### src/hw/doc_defs.svh
// constants for the digital output channel block
`ifndef DOC_DEFS_SVH
`define DOC_DEFS_SVH
// ==========================================
// sizes and timing
`define DOC_NCH        4
`define DOC_CLK_NS     10
`define DOC_MS_NS      1000000
`define DOC_WD_MS      500
`define DOC_WD_FAILS   2'd3
`define DOC_AW         12
// ==========================================
// register byte offsets
`define DOC_A_CTRL     12'h000
`define DOC_A_BUSDATA  12'h004
`define DOC_A_COMM     12'h008
`define DOC_A_STATUS   12'h00c
`define DOC_A_ISTAT    12'h010
`define DOC_A_IMASK    12'h014
`define DOC_A_CHCFG    12'h020
`define DOC_A_CHDLY    12'h040
`define DOC_A_BANKMSK  12'hff0
// ==========================================
// field positions
`define DOC_CTRL_ACT   0
`define DOC_COMM_OK    0
`define DOC_COMM_FAIL  1
`define DOC_INV_LSB    8
`define DOC_STAT_WD    16
`define DOC_IRQ_WD     0
`define DOC_IRQ_ERR    1
`define DOC_IRQ_CHG    2
`define DOC_IRQ_W      3
// ==========================================
// reset values
`define DOC_CTRL_RST   1'b1
`define DOC_CFG_RST    7'h00
`define DOC_DLY_RST    32'h0000_0000
`endif

### src/hw/doc_pkg.sv
// types shared by the digital output channel block
package doc_pkg;
  // ==========================================
  // error behaviour choice
  typedef enum logic [1:0] {
    DOC_ERR_CURRENT = 2'h0,
    DOC_ERR_SUBST   = 2'h1,
    DOC_ERR_LAST    = 2'h2
  } doc_errmode_t;

  // per channel configuration word, low bits of the config register
  typedef struct packed {
    logic         invert;
    logic         subst_val;
    doc_errmode_t err_mode;
    logic         sim_invalid;
    logic         sim_val;
    logic         sim_mode;
  } doc_chcfg_t;

  // per channel delays in ms
  typedef struct packed {
    logic [15:0] off_ms;
    logic [15:0] on_ms;
  } doc_chdly_t;

  // watchdog states
  typedef enum logic [2:0] {
    DOC_WD_OK    = 3'b001,
    DOC_WD_ARMED = 3'b010,
    DOC_WD_OFF   = 3'b100
  } doc_wdst_t;
endpackage : doc_pkg

### src/hw/doc_out_chan.sv
// digital output channel processing with apb registers and watchdog
`timescale 1ns/1ps
`include "doc_defs.svh"
// Contract
// - three failures then 500 ms: outputs off
// - normal mode drives received bus value
// - simulation mode drives configured simulated value
// - watchdog expiry or invalid data: error behaviour
// - line faults never start substitute behaviour
// - current value setting forwards incoming signal
// - substitute setting drives configured substitute bit
// - last valid setting holds pre-fault value
// - inversion option flips the output level
// - on delay filters short high pulses
// - channel activity follows module active bit
// - off delay filters short low pulses
// - substitute value reports invalid data status
// - invalid simulation status starts error behaviour
module doc_out_chan #(
  parameter int MS_CYCLES = `DOC_MS_NS / `DOC_CLK_NS
) (
  // clock and reset
  input  wire logic                   clk,
  input  wire logic                   reset,
  // apb slave
  input  wire logic                   psel,
  input  wire logic                   penable,
  input  wire logic                   pwrite,
  input  wire logic [`DOC_AW-1:0]     paddr,
  input  wire logic [31:0]            pwdata,
  output logic                        pready,
  output logic [31:0]                 prdata,
  output logic                        pslverr,
  // output channels
  output logic [`DOC_NCH-1:0]         chan_out,
  output logic [`DOC_NCH-1:0]         chan_invalid,
  // interrupt
  output logic                        irq
);
  // ==========================================
  // register state
  logic                      active_reg;    // module active
  logic [`DOC_NCH-1:0]       bus_val_reg;   // values from the com unit
  logic [`DOC_NCH-1:0]       bus_inv_reg;   // invalid flags from the com unit
  doc_pkg::doc_chcfg_t       cfg_reg [`DOC_NCH];
  doc_pkg::doc_chdly_t       dly_reg [`DOC_NCH];
  logic [`DOC_IRQ_W-1:0]     istat_reg;     // sticky events
  logic [`DOC_IRQ_W-1:0]     imask_reg;     // interrupt enables
  logic [`DOC_IRQ_W-1:0]     istat_next;
  logic [31:0]               rd_reg;        // read data, loaded in setup
  logic                      err_reg;       // unmapped address seen in setup

  // ==========================================
  // bus decode
  wire                 setup_ph = psel && !penable;
  wire                 wr_acc   = psel && penable && pwrite;
  wire [`DOC_AW-1:0]   bank     = paddr & `DOC_A_BANKMSK;
  wire [1:0]           idx      = paddr[3:2];
  wire                 hit_ctrl = (paddr == `DOC_A_CTRL);
  wire                 hit_bus  = (paddr == `DOC_A_BUSDATA);
  wire                 hit_comm = (paddr == `DOC_A_COMM);
  wire                 hit_stat = (paddr == `DOC_A_STATUS);
  wire                 hit_ist  = (paddr == `DOC_A_ISTAT);
  wire                 hit_imk  = (paddr == `DOC_A_IMASK);
  wire                 hit_cfg  = (bank == `DOC_A_CHCFG) && (paddr[1:0] == 2'h0);
  wire                 hit_dly  = (bank == `DOC_A_CHDLY) && (paddr[1:0] == 2'h0);
  wire                 mapped   = hit_ctrl | hit_bus | hit_comm | hit_stat |
                                  hit_ist | hit_imk | hit_cfg | hit_dly;
  wire                 comm_ok   = wr_acc && hit_comm && pwdata[`DOC_COMM_OK];
  wire                 comm_fail = wr_acc && hit_comm && pwdata[`DOC_COMM_FAIL];

  // zero wait state slave
  assign pready  = 1'b1;
  assign prdata  = rd_reg;
  assign pslverr = psel && penable && err_reg;

  // ==========================================
  // millisecond timebase
  logic ms_tick;
  doc_ms_tick #(
    .MS_CYCLES (MS_CYCLES)
  ) u_tick (
    .clk   (clk),
    .reset (reset),
    .tick  (ms_tick)
  );

  // ==========================================
  // watchdog: failures counted until a good exchange
  doc_pkg::doc_wdst_t wd_reg;       // watchdog state
  doc_pkg::doc_wdst_t wd_next;
  logic [1:0]         fails_reg;    // consecutive failures
  logic [9:0]         wd_ms_reg;    // ms spent armed
  wire                fails_hit = comm_fail && (fails_reg == `DOC_WD_FAILS - 2'd1);
  wire                wd_expire = ms_tick && (wd_ms_reg == 10'(`DOC_WD_MS - 1));
  wire                wd_off    = (wd_reg == doc_pkg::DOC_WD_OFF);

  // next watchdog state; a good exchange wins over a failure
  always_comb
  begin
    wd_next = wd_reg;
    unique case (wd_reg)
      doc_pkg::DOC_WD_OK:
        if (!comm_ok && fails_hit)
          wd_next = doc_pkg::DOC_WD_ARMED;
      doc_pkg::DOC_WD_ARMED:
        if (comm_ok)
          wd_next = doc_pkg::DOC_WD_OK;
        else if (wd_expire)
          wd_next = doc_pkg::DOC_WD_OFF;
      doc_pkg::DOC_WD_OFF:
        if (comm_ok)
          wd_next = doc_pkg::DOC_WD_OK;
      default:
        wd_next = doc_pkg::DOC_WD_OK;
    endcase
  end

  // watchdog registers
  always_ff @(posedge clk)
  begin
    if (reset)
    begin
      wd_reg    <= doc_pkg::DOC_WD_OK;
      fails_reg <= 2'h0;
      wd_ms_reg <= 10'h0;
    end
    else
    begin
      wd_reg <= wd_next;
      if (comm_ok)
        fails_reg <= 2'h0;
      else if (comm_fail && fails_reg != `DOC_WD_FAILS)
        fails_reg <= fails_reg + 2'h1;
      // ms counter runs only while armed
      if (wd_reg != doc_pkg::DOC_WD_ARMED)
        wd_ms_reg <= 10'h0;
      else if (ms_tick)
        wd_ms_reg <= wd_ms_reg + 10'h1;
    end
  end

  // ==========================================
  // channel processing
  logic [`DOC_NCH-1:0] src_val;   // bus or simulated value
  logic [`DOC_NCH-1:0] ch_err;    // channel in error behaviour
  logic [`DOC_NCH-1:0] sel_val;   // after error behaviour
  logic [`DOC_NCH-1:0] want;      // after inversion, before delays
  logic [`DOC_NCH-1:0] dly_out;   // after delays
  logic [`DOC_NCH-1:0] last_reg;  // last value seen without error
  logic [`DOC_NCH-1:0] out_reg;   // driven outputs
  logic [`DOC_NCH-1:0] inv_reg;   // reported data status
  logic [`DOC_NCH-1:0] err_d_reg; // previous error, for event edge
  logic [`DOC_NCH-1:0] subst_on;  // substitute currently chosen

  genvar gi;
  generate
    for (gi = 0; gi < `DOC_NCH; gi++)
    begin : g_ch
      wire sim = cfg_reg[gi].sim_mode;
      wire src_inv = sim ? cfg_reg[gi].sim_invalid : bus_inv_reg[gi];
      wire is_cur  = (cfg_reg[gi].err_mode == doc_pkg::DOC_ERR_CURRENT);
      wire is_sub  = (cfg_reg[gi].err_mode == doc_pkg::DOC_ERR_SUBST);
      // simulated value replaces the bus value
      assign src_val[gi] = sim ? cfg_reg[gi].sim_val : bus_val_reg[gi];
      // only watchdog and invalid status count; no line fault input exists
      assign ch_err[gi]  = wd_off | src_inv;
      assign subst_on[gi] = ch_err[gi] && is_sub;
      // unknown mode codes act as current value
      assign sel_val[gi] = !ch_err[gi] ? src_val[gi] :
                           is_sub      ? cfg_reg[gi].subst_val :
                           is_cur      ? src_val[gi] :
                           (cfg_reg[gi].err_mode == doc_pkg::DOC_ERR_LAST) ?
                                         last_reg[gi] :
                                         src_val[gi];
      assign want[gi] = sel_val[gi] ^ cfg_reg[gi].invert;

      doc_chan_delay u_dly (
        .clk    (clk),
        .reset  (reset || !active_reg),
        .tick   (ms_tick),
        .din    (want[gi]),
        .on_ms  (dly_reg[gi].on_ms),
        .off_ms (dly_reg[gi].off_ms),
        .dout   (dly_out[gi])
      );

      a_norm_pass: assert property (@(posedge clk) disable iff (reset)
        (!sim && !ch_err[gi]) |-> (sel_val[gi] == bus_val_reg[gi]))
        else $error("normal mode value not taken from bus");
      a_sim_pass: assert property (@(posedge clk) disable iff (reset)
        (sim && !ch_err[gi]) |-> (sel_val[gi] == cfg_reg[gi].sim_val))
        else $error("simulated value not used");
      a_sim_invalid: assert property (@(posedge clk) disable iff (reset)
        (sim && cfg_reg[gi].sim_invalid) |-> ch_err[gi])
        else $error("invalid simulation status ignored");
      a_subst_stat: assert property (@(posedge clk) disable iff (reset)
        (ch_err[gi] && is_sub) |=> (inv_reg[gi] && $past(sel_val[gi]) ==
          $past(cfg_reg[gi].subst_val)))
        else $error("substitute not driven as invalid");
      a_last_hold: assert property (@(posedge clk) disable iff (reset)
        ($rose(ch_err[gi]) && cfg_reg[gi].err_mode == doc_pkg::DOC_ERR_LAST &&
          $stable(cfg_reg[gi])) |-> (sel_val[gi] == $past(src_val[gi])))
        else $error("last valid value lost");
      // current value mode keeps forwarding the raw incoming level, bus or simulated
      a_cur_pass: assert property (@(posedge clk) disable iff (reset)
        (ch_err[gi] && is_cur) |->
          (sel_val[gi] == (sim ? cfg_reg[gi].sim_val : bus_val_reg[gi])))
        else $error("current value not forwarded in error");
    end
  endgenerate

  // ==========================================
  // output stage; active bit and watchdog gate every channel
  always_ff @(posedge clk)
  begin
    if (reset)
    begin
      out_reg   <= '0;
      inv_reg   <= '0;
      last_reg  <= '0;
      err_d_reg <= '0;
    end
    else
    begin
      out_reg   <= (active_reg && !wd_off) ? dly_out : '0;
      inv_reg   <= subst_on;
      last_reg  <= (last_reg & ch_err) | (src_val & ~ch_err);
      err_d_reg <= ch_err;
    end
  end

  assign chan_out     = out_reg;
  assign chan_invalid = inv_reg;

  // ==========================================
  // interrupts: set wins over a write-one clear
  wire [`DOC_IRQ_W-1:0] ev;
  wire [`DOC_IRQ_W-1:0] w1c = (wr_acc && hit_ist) ? pwdata[`DOC_IRQ_W-1:0] : '0;
  assign ev[`DOC_IRQ_WD]  = (wd_reg == doc_pkg::DOC_WD_ARMED) && wd_expire && !comm_ok;
  assign ev[`DOC_IRQ_ERR] = |(ch_err & ~err_d_reg);
  assign ev[`DOC_IRQ_CHG] = |(out_reg ^ ((active_reg && !wd_off) ? dly_out : '0));
  assign istat_next = (istat_reg & ~w1c) | ev;
  assign irq = |(istat_reg & imask_reg);

  // ==========================================
  // read mux, sampled in the setup cycle
  logic [31:0] rd_mux;
  always_comb
  begin
    rd_mux = 32'h0;
    if (hit_ctrl)
      rd_mux[`DOC_CTRL_ACT] = active_reg;
    else if (hit_bus)
    begin
      rd_mux[`DOC_NCH-1:0] = bus_val_reg;
      rd_mux[`DOC_INV_LSB +: `DOC_NCH] = bus_inv_reg;
    end
    else if (hit_stat)
    begin
      rd_mux[`DOC_NCH-1:0] = out_reg;
      rd_mux[`DOC_INV_LSB +: `DOC_NCH] = inv_reg;
      rd_mux[`DOC_STAT_WD] = wd_off;
    end
    else if (hit_ist)
      rd_mux[`DOC_IRQ_W-1:0] = istat_reg;
    else if (hit_imk)
      rd_mux[`DOC_IRQ_W-1:0] = imask_reg;
    else if (hit_cfg)
      rd_mux[$bits(doc_pkg::doc_chcfg_t)-1:0] = cfg_reg[idx];
    else if (hit_dly)
      rd_mux = dly_reg[idx];
  end

  // ==========================================
  // register writes at the access edge
  always_ff @(posedge clk)
  begin
    if (reset)
    begin
      active_reg  <= `DOC_CTRL_RST;
      bus_val_reg <= '0;
      bus_inv_reg <= '0;
      istat_reg   <= '0;
      imask_reg   <= '0;
      rd_reg      <= 32'h0;
      err_reg     <= 1'b0;
      for (int k = 0; k < `DOC_NCH; k++)
      begin
        cfg_reg[k] <= `DOC_CFG_RST;
        dly_reg[k] <= `DOC_DLY_RST;
      end
    end
    else
    begin
      istat_reg <= istat_next;
      if (setup_ph)
      begin
        rd_reg  <= pwrite ? 32'h0 : rd_mux;
        err_reg <= !mapped;
      end
      if (wr_acc && hit_ctrl)
        active_reg <= pwdata[`DOC_CTRL_ACT];
      if (wr_acc && hit_bus)
      begin
        bus_val_reg <= pwdata[`DOC_NCH-1:0];
        bus_inv_reg <= pwdata[`DOC_INV_LSB +: `DOC_NCH];
      end
      if (wr_acc && hit_imk)
        imask_reg <= pwdata[`DOC_IRQ_W-1:0];
      if (wr_acc && hit_cfg)
        cfg_reg[idx] <= pwdata[$bits(doc_pkg::doc_chcfg_t)-1:0];
      if (wr_acc && hit_dly)
        dly_reg[idx] <= pwdata;
    end
  end

  // ==========================================
  // checks
  a_wd_off_out: assert property (@(posedge clk) disable iff (reset)
    (wd_off && $past(wd_off)) |-> (out_reg == '0))
    else $error("outputs on after watchdog trip");
  a_wd_trip_time: assert property (@(posedge clk) disable iff (reset)
    $rose(wd_off) |-> ($past(wd_ms_reg) == 10'(`DOC_WD_MS - 1) && $past(ms_tick)))
    else $error("watchdog tripped at wrong time");
  a_wd_arm: assert property (@(posedge clk) disable iff (reset)
    (wd_reg == doc_pkg::DOC_WD_OK && fails_hit && !comm_ok)
      |=> (wd_reg == doc_pkg::DOC_WD_ARMED && wd_ms_reg == 10'h0))
    else $error("watchdog not armed on third failure");
  a_inactive_off: assert property (@(posedge clk) disable iff (reset)
    !active_reg |=> (out_reg == '0))
    else $error("inactive module drives outputs");
  a_reset_off: assert property (@(posedge clk)
    reset |=> (out_reg == '0 && inv_reg == '0))
    else $error("outputs not off after reset");
  // a trip must latch even when software clears the same bit in that cycle
  a_wd_irq_set: assert property (@(posedge clk) disable iff (reset)
    ev[`DOC_IRQ_WD] |=> istat_reg[`DOC_IRQ_WD])
    else $error("watchdog event lost");
  // a channel entering error behaviour is latched the same way
  a_err_irq_set: assert property (@(posedge clk) disable iff (reset)
    ev[`DOC_IRQ_ERR] |=> istat_reg[`DOC_IRQ_ERR])
    else $error("channel error event lost");
endmodule : doc_out_chan

### src/hw/doc_ms_tick.sv
// millisecond tick generator from the module clock
`timescale 1ns/1ps
`include "doc_defs.svh"
module doc_ms_tick #(
  parameter int MS_CYCLES = `DOC_MS_NS / `DOC_CLK_NS
) (
  // clock and reset
  input  wire logic clk,
  input  wire logic reset,
  // one cycle pulse per ms
  output logic      tick
);
  logic [31:0] cnt_reg;   // cycles within the current ms
  logic        last_cyc;  // final cycle of the ms

  assign last_cyc = (cnt_reg == 32'(MS_CYCLES - 1));
  assign tick     = last_cyc;

  // ==========================================
  // free running divider
  always_ff @(posedge clk)
  begin
    if (reset)
      cnt_reg <= 32'h0;
    else if (last_cyc)
      cnt_reg <= 32'h0;
    else
      cnt_reg <= cnt_reg + 32'h1;
  end
endmodule : doc_ms_tick

### src/hw/doc_chan_delay.sv
// on and off delay of one output channel, counted in ms ticks
`timescale 1ns/1ps
`include "doc_defs.svh"
module doc_chan_delay (
  // clock and reset
  input  wire logic        clk,
  input  wire logic        reset,
  input  wire logic        tick,
  // wanted level and delays
  input  wire logic        din,
  input  wire logic [15:0] on_ms,
  input  wire logic [15:0] off_ms,
  // delayed level
  output logic             dout
);
  logic        out_reg;   // delayed level, off after reset
  logic [15:0] cnt_reg;   // ms elapsed since the input differed
  logic [15:0] cnt_inc;   // count after this tick
  logic [15:0] need;      // delay for the pending change
  logic        done;      // pending change may pass

  assign cnt_inc = cnt_reg + 16'h1;
  assign need    = din ? on_ms : off_ms;
  // a zero delay passes at once; otherwise wait for whole ticks
  assign done    = (need == 16'h0) || (tick && (cnt_inc >= need));
  assign dout    = out_reg;

  // ==========================================
  // a change that reverts before its delay is dropped
  always_ff @(posedge clk)
  begin
    if (reset)
    begin
      out_reg <= 1'b0;
      cnt_reg <= 16'h0;
    end
    else if (din == out_reg)
      cnt_reg <= 16'h0;
    else if (done)
    begin
      out_reg <= din;
      cnt_reg <= 16'h0;
    end
    else if (tick)
      cnt_reg <= cnt_inc;
  end

  // ==========================================
  // checks
  a_on_hold: assert property (@(posedge clk) disable iff (reset)
    (din && !out_reg && cnt_reg == 16'h0 && on_ms > 16'h1 && on_ms == $past(on_ms))
      |=> !out_reg) else $error("rising edge passed before on delay");
  a_off_hold: assert property (@(posedge clk) disable iff (reset)
    (!din && out_reg && cnt_reg == 16'h0 && off_ms > 16'h1 && off_ms == $past(off_ms))
      |=> out_reg) else $error("falling edge passed before off delay");
endmodule : doc_chan_delay

### config.mk
export PLATFORM = sky130hd
export DESIGN_NAME = doc_out_chan
export DESIGN_NICKNAME = d
export VERILOG_FILES = /design/src/hw/doc_pkg.sv /design/src/hw/doc_out_chan.sv /design/src/hw/doc_ms_tick.sv /design/src/hw/doc_chan_delay.sv
export VERILOG_INCLUDE_DIRS = /design/src /design/src/hw
export SDC_FILE = /design/constraint.sdc
export NUM_CORES = 1
export LEC_CHECK = 0
export BUFFER_PORTS_ARGS = -buffer_cell sky130_fd_sc_hd__buf_4
export CAP_MARGIN = 0
export CORE_MARGIN = 3
export CORE_UTILIZATION = 62
export CTS_CLUSTER_SIZE = 24
export DETAILED_ROUTE_END_ITERATION = 8
export PLACE_DENSITY = 0.81
export SLEW_MARGIN = 25
export SYNTH_ARGS = -nofsm -noshare
export SYNTH_HDL_FRONTEND = slang
export SYNTH_SLANG_ARGS = --single-unit
### constraint.sdc
create_clock -name clk -period 5.6 [get_ports clk]
set_clock_uncertainty 0.2 [all_clocks]
set_input_delay 0.84 -clock clk [delete_from_list [all_inputs] [get_ports clk]]
set_output_delay 0.84 -clock clk [all_outputs]
set_load 0.03 [all_outputs]
After elaboration in Yosys (flattened, before gate mapping):

Memory sizes are Yosys's and may differ from the RTL's.
Cells that the tools add are included.

* $add $sub $neg: 7
* magnitude comparators: 4
* equal/unequal tests: 30
* multiplexer cells: 75
* bitwise gates (word level): 30
* reductions and logical operators: 67

Operators by type and width (number)
* two-way mux 32 bit: 9
* adder 16 x 1 -> 16 bit (second input constant): 4
* greater-or-equal comparator 16 bit: 4
* zero test 16 bit: 4
* two-way mux 16 bit: 4
* two-way mux 29 bit: 2
* two-way mux 1 bit: 36
* adder 32 x 1 -> 32 bit (second input constant): 1
* == test 32 x 17 -> 1 bit (second input constant): 1
* two-way mux 4 bit: 8
* OR reduction 32 bit: 1
* two-way mux 31 bit: 1
* logical AND 1 bit: 30
* two-way mux 25 bit: 1
* == test 12 x 4 -> 1 bit (second input constant): 2
* == test 12 x 5 -> 1 bit (second input constant): 2
* two-way mux 3 bit: 7
* two-way mux 20 bit: 1
* two-way mux 15 bit: 1
* OR reduction 3 bit: 5
* two-way mux 7 bit: 2
* AND 4 bit: 3
* == test 12 x 3 -> 1 bit (second input constant): 1
* zero test 12 bit: 1
* other kinds (33): 82

* bits in registers: 179
* memory bits (writable): 156
* input bits: 49
* output and inout port bits: 43
* logic and storage cells: 238
* memories kept: 2

Memories
* dly_reg: depth 4, bits a word 32, rd ports 5, clocked after Yosys merged registers in 0, wr ports 4, RTL line doc_out_chan.sv:46 `` doc_pkg::doc_chdly_t dly_reg [`DOC_NCH]; ``
* cfg_reg: depth 4, bits a word 7, rd ports 5, clocked after Yosys merged registers in 0, wr ports 4, RTL line doc_out_chan.sv:45 `` doc_pkg::doc_chcfg_t cfg_reg [`DOC_NCH]; ``

Longest topological paths before layout:

* word-level depth: 16
* gate-level depth with buffers: 17
* mapped depth without buffers: 13

Hierarchy:

A second synthesis with hierarchy kept.

* cell total of the unflattened synthesis: 1848
* area, all modules: 18858.1 um^2

Modules (own cells, without submodules)
* doc_out_chan: times used 1, cells an instance 844, area each 10628.9 um^2, seq. area each 6266.0 um^2
* doc_chan_delay at g_ch[1].u_dly ...: times used 3, cells an instance 207, area each 1682.9 um^2, seq. area each 340.3 um^2
* doc_chan_delay at g_ch[0].u_dly: times used 1, cells an instance 208, area each 1685.4 um^2, seq. area each 340.3 um^2
* doc_ms_tick: times used 1, cells an instance 175, area each 1495.2 um^2, seq. area each 640.6 um^2

Worst setup path after synthesis:

Ideal clock, no wire load.

* kind: input to register
* start: input paddr[9]
* end: memory dly_reg[1][0] in the netlist's numbering (enable)
* library setup time: 0.466 ns
* arrival: 4.569 ns
* required time: 4.934 ns
* path slack: 0.365 ns
* cell stages on the path: 6
* path buffers: 1
* path through: or4_1 > nor4b_2 > and2_1 > nand3_1 > clkbuf_1 > o21ai_0

RTL lines
* start, declared: RTL line doc_out_chan.sv:29 `` input wire logic [`DOC_AW-1:0] paddr, ``
* end, declared: RTL line doc_out_chan.sv:46

==> key figures <==
Floorplan
  – FP Rows: 61
  – Die width: 176.3 µm
  – Starting Density: 63.88%
  – Die height: 176.3 µm
  – Core area: roughly 28,000 µm²
  – Die Footprint: 31,100 µm²
  – Io pins: 92

Pwr
  – Register share of total power: 49.8%
  – Pwr Total: between 5 and 6 mW
  – Internal Power: 4.110 mW
  – VDD IR-drop max: 0.2829 mV
  – PD cells: 270.3 nW/µm²
  – Leak: 7.746 nW
  – Switching power: 1.334 mW
  – Switching share of power: 24.50%
  – Clk pwr share: 42.1%
  – Comb pwr share: 8.1%

Critical path
  – CP required: 5870 ps
  – Critical path's slowest cell: nor3b_4
  – Critical Path AT: 4580 ps
  – WS Path Type: reg -> reg
  – Worst Setup Start Kind: flip-flop
  – CP Capture Type: flip-flop
  – Reg2reg end: g_ch[2].u_dly.dout
  – Top cell by count, worst path: a211oi_1
  – CP max FO: 17
  – Crit path to: g_ch[2].u_dly.dout
  – Crit path from: cfg_reg[2][0]
  – R2r setup slk: 1290 ps
  – Crit-path max cell delay: 600 ps
  – Crit path cell chain: mux2_2, o22a_1, a211oi_1, or2_2, mux2i_1, ha_1, nand4_1, a211oi_1, a2111o_1, nor3b_4, o221a_2
  – Worst R2R Start: cfg_reg[2][0]
  – R2R cell count: 11

Routing
  – Via Count: ~14,000
  – Vias per cell: 6.548
  – Total Routed Length: 51.17 mm
  – Iter 0 DRT Violations: 1,899
  – Detail Route Antenna Nets: 0
  – Post-DR wirelength/cell: 23.25 µm
  – Residual DRC count: 0
  – Drt first pass iters: 9

Clock network
  – Clock Root Buffer: clkbuf_16
  – H-tree depth: 2
  – Hold_buf cts: 0
  – Clk buf depth: 3
  – CTS tree: done
  – CTS sink cnt: 335
  – Total CTS buffers: 36
  – Post-cts sizing count: 0
  – Worst skew pair latency: 530 ps
  – Setup Fix Bufs, Post-CTS: 0
  – Clock transition at path regs: about 60 ps

Synth
  – Flops & latches, synth: 335
  – Cells after Synth: 1,729
  – Post-synth top flop: dfxtp_1
  – Synth area leader: edfxtp_1
  – Post-Syn Nets: 1,850
  – Count leader, synth: dfxtp_1
  – Asr flop ratio synth: 0%
  – Synth top area share: 26.04%
  – Synth top cells by count: 179 x dfxtp_1, 173 x nor2_1, 156 x edfxtp_1
  – Mean Syn Cell Area: 10.40 µm²
  – Ys Warns: 0
  – Synth cell types: 74
  – Post-synth EDFFs: 156
  – Area contributors post-synth: edfxtp_1 26%, dfxtp_1 20%, ha_1 5.0%
  – Mapped Area: 17,990 µm²
  – Sequential share of the synthesized area: 45.96%

Cells and area
  – Max reg flops: 128
  – Share of layout cells above drive strength 1: 13.77%
  – Area Overhead vs Synth: 11.93%
  – Area of the multi-input gates: 9333 µm²
  – Antenna cells: 0
  – Fill cell instance count of the final layout: 2,021
  – Nets@finish: about 1,900
  – FF+latch area: 8268 µm²

Global routing
  – Grt met3 use: 5.785%
  – Vias in the first global route: roughly 14,000
  – Tot GR Track Use: 32.50%
  – Largest net degree at the start of global routing: 91
  – Global Route met1 Usage: ~46%
  – Wire length of the first global-routing pass: 79.15 mm
  – M2 GR Usage: 50.80%
  – Initial antenna violation count: 0
  – Grt total ovfl: 0
  – Busiest grt layer: met2

Timing
  – Max Slew Vio Count: 0
  – Achievable frequency: roughly 230 MHz
  – Period utilization: between 70% and 80%
  – Final hold vios: 0
  – RSZ-0062 raised after global routing: false
  – Least-Margin Pin Slew: 984.8 ps
  – Crit path time final: 4309 ps
  – Slew HR: 34.21%
  – Setup Viol. Count Final: 0
  – Fin Setup TNS: 0 ps

Place
  – DP HPWL: 37.44 mm
  – GP Congestion: 1.059
  – IO Port Bufs: 90

Outcome
  – Outcome: completed

Worst hold path
  – HP Class: reg -> reg

Run
  – MaxCap Viol Count: 0
-- critical path: cells and delay by family, from the launching register on --
kind / cells / cell delay (ps)
multiplexers: 2 / 540
flip-flops: 1 / 410
AND/OR/NAND/NOR: 3 / 1260
adder cells (fa/ha/maj): 1 / 340
AO/OA/AOI/OAI: 5 / 1510
-- area by class of cell --
| type | count | share of cell area (%) |
|---|---|---|
| well taps | 378 | 2.349 |
| multi-input cells | 1290 | 46.35 |
| inverters | 19 | 0.3542 |
| repair buffers | 115 | 4.288 |
| flip-flops and latches | 335 | 41.06 |
| clock buffers | 49 | 5.008 |
| clock inverters | 15 | 0.5903 |
-- through the flow --
stage | hold WS (ps) | utilization [%] | area (µm²) | cells | setup slack, ps
after floorplan | 227.4 | - | 17990 | 1729 | 365.2
after global placement | 239.9 | 67.45 | 19000 | 2137 | 1261
after CTS | 259.2 | 71.45 | 20120 | 2201 | 1070
final | 256.0 | 71.50 | 20140 | 2201 | 1291
after global routing | 284.0 | 71.50 | 20140 | 2201 | 933.4
after detailed placement | 245.1 | 67.45 | 19000 | 2137 | 1075
-- routing by layer --
layer | wire [µm] | up-vias
met5 | 0 | -
met4 | 2067 | 0
met3 | 5676 | 158
met2 | 23350 | 839
met1 | 20080 | 6895
li1 | - | 6521
-- kinds of logic after synthesis --
group,share of synthesized area [%]
buffers and inverters,2.469
XOR/XNOR,7.894
multiplexers,9.765
adder cells (fa/ha/maj),5.008
flip-flops,45.96
AND/OR/NAND/NOR,21.53
AO/OA/AOI/OAI,7.359
other,0.02085
-- cells in the final DEF, fill, tap and decap left out, types with 6 or more instances in the layout --
cell type	count
o21ai_0	29
nor4_1	42
ha_1	72
o21a_1	6
nand3_1	54
and3_1	91
xnor2_1	94
a22o_1	7
nor3_2	10
dfxtp_1	179
a21oi_1	37
and4_1	6
mux2_2	10
clkbuf_1	7
mux2i_1	81
clkbuf_16	37
buf_4	115
nor3_1	100
nor4b_1	6
o22ai_1	9
xor2_1	65
a22oi_1	23
mux4_2	37
inv_1	18
nand4_1	27
a211oi_1	12
edfxtp_1	156
nor2_1	171
nand2b_1	11
nand2_1	102
and2_1	77
-- worst min path at each step --
stage	start	endpoint	slack, ps	cells past startpoint
after detailed placement	prdata[11]	prdata[11]	250	2
after global routing	prdata[11]	prdata[11]	280	2
after global placement	err_reg	err_reg	240	2
final	prdata[11]	prdata[11]	260	2
after CTS	prdata[11]	prdata[11]	260	2
after floorplan	err_reg	err_reg	230	2
-- power by group through the flow --
stage	Sequential [mW]	Clock, mW	Combinational [mW]
floorplan	2.71	0	0.281
global placement	2.76	0	0.415
finish	2.71	2.29	0.438
detailed placement	2.76	0	0.426
global route	2.71	2.41	0.468
CTS	2.71	2.30	0.428
(Power assumes the default switching activity.)
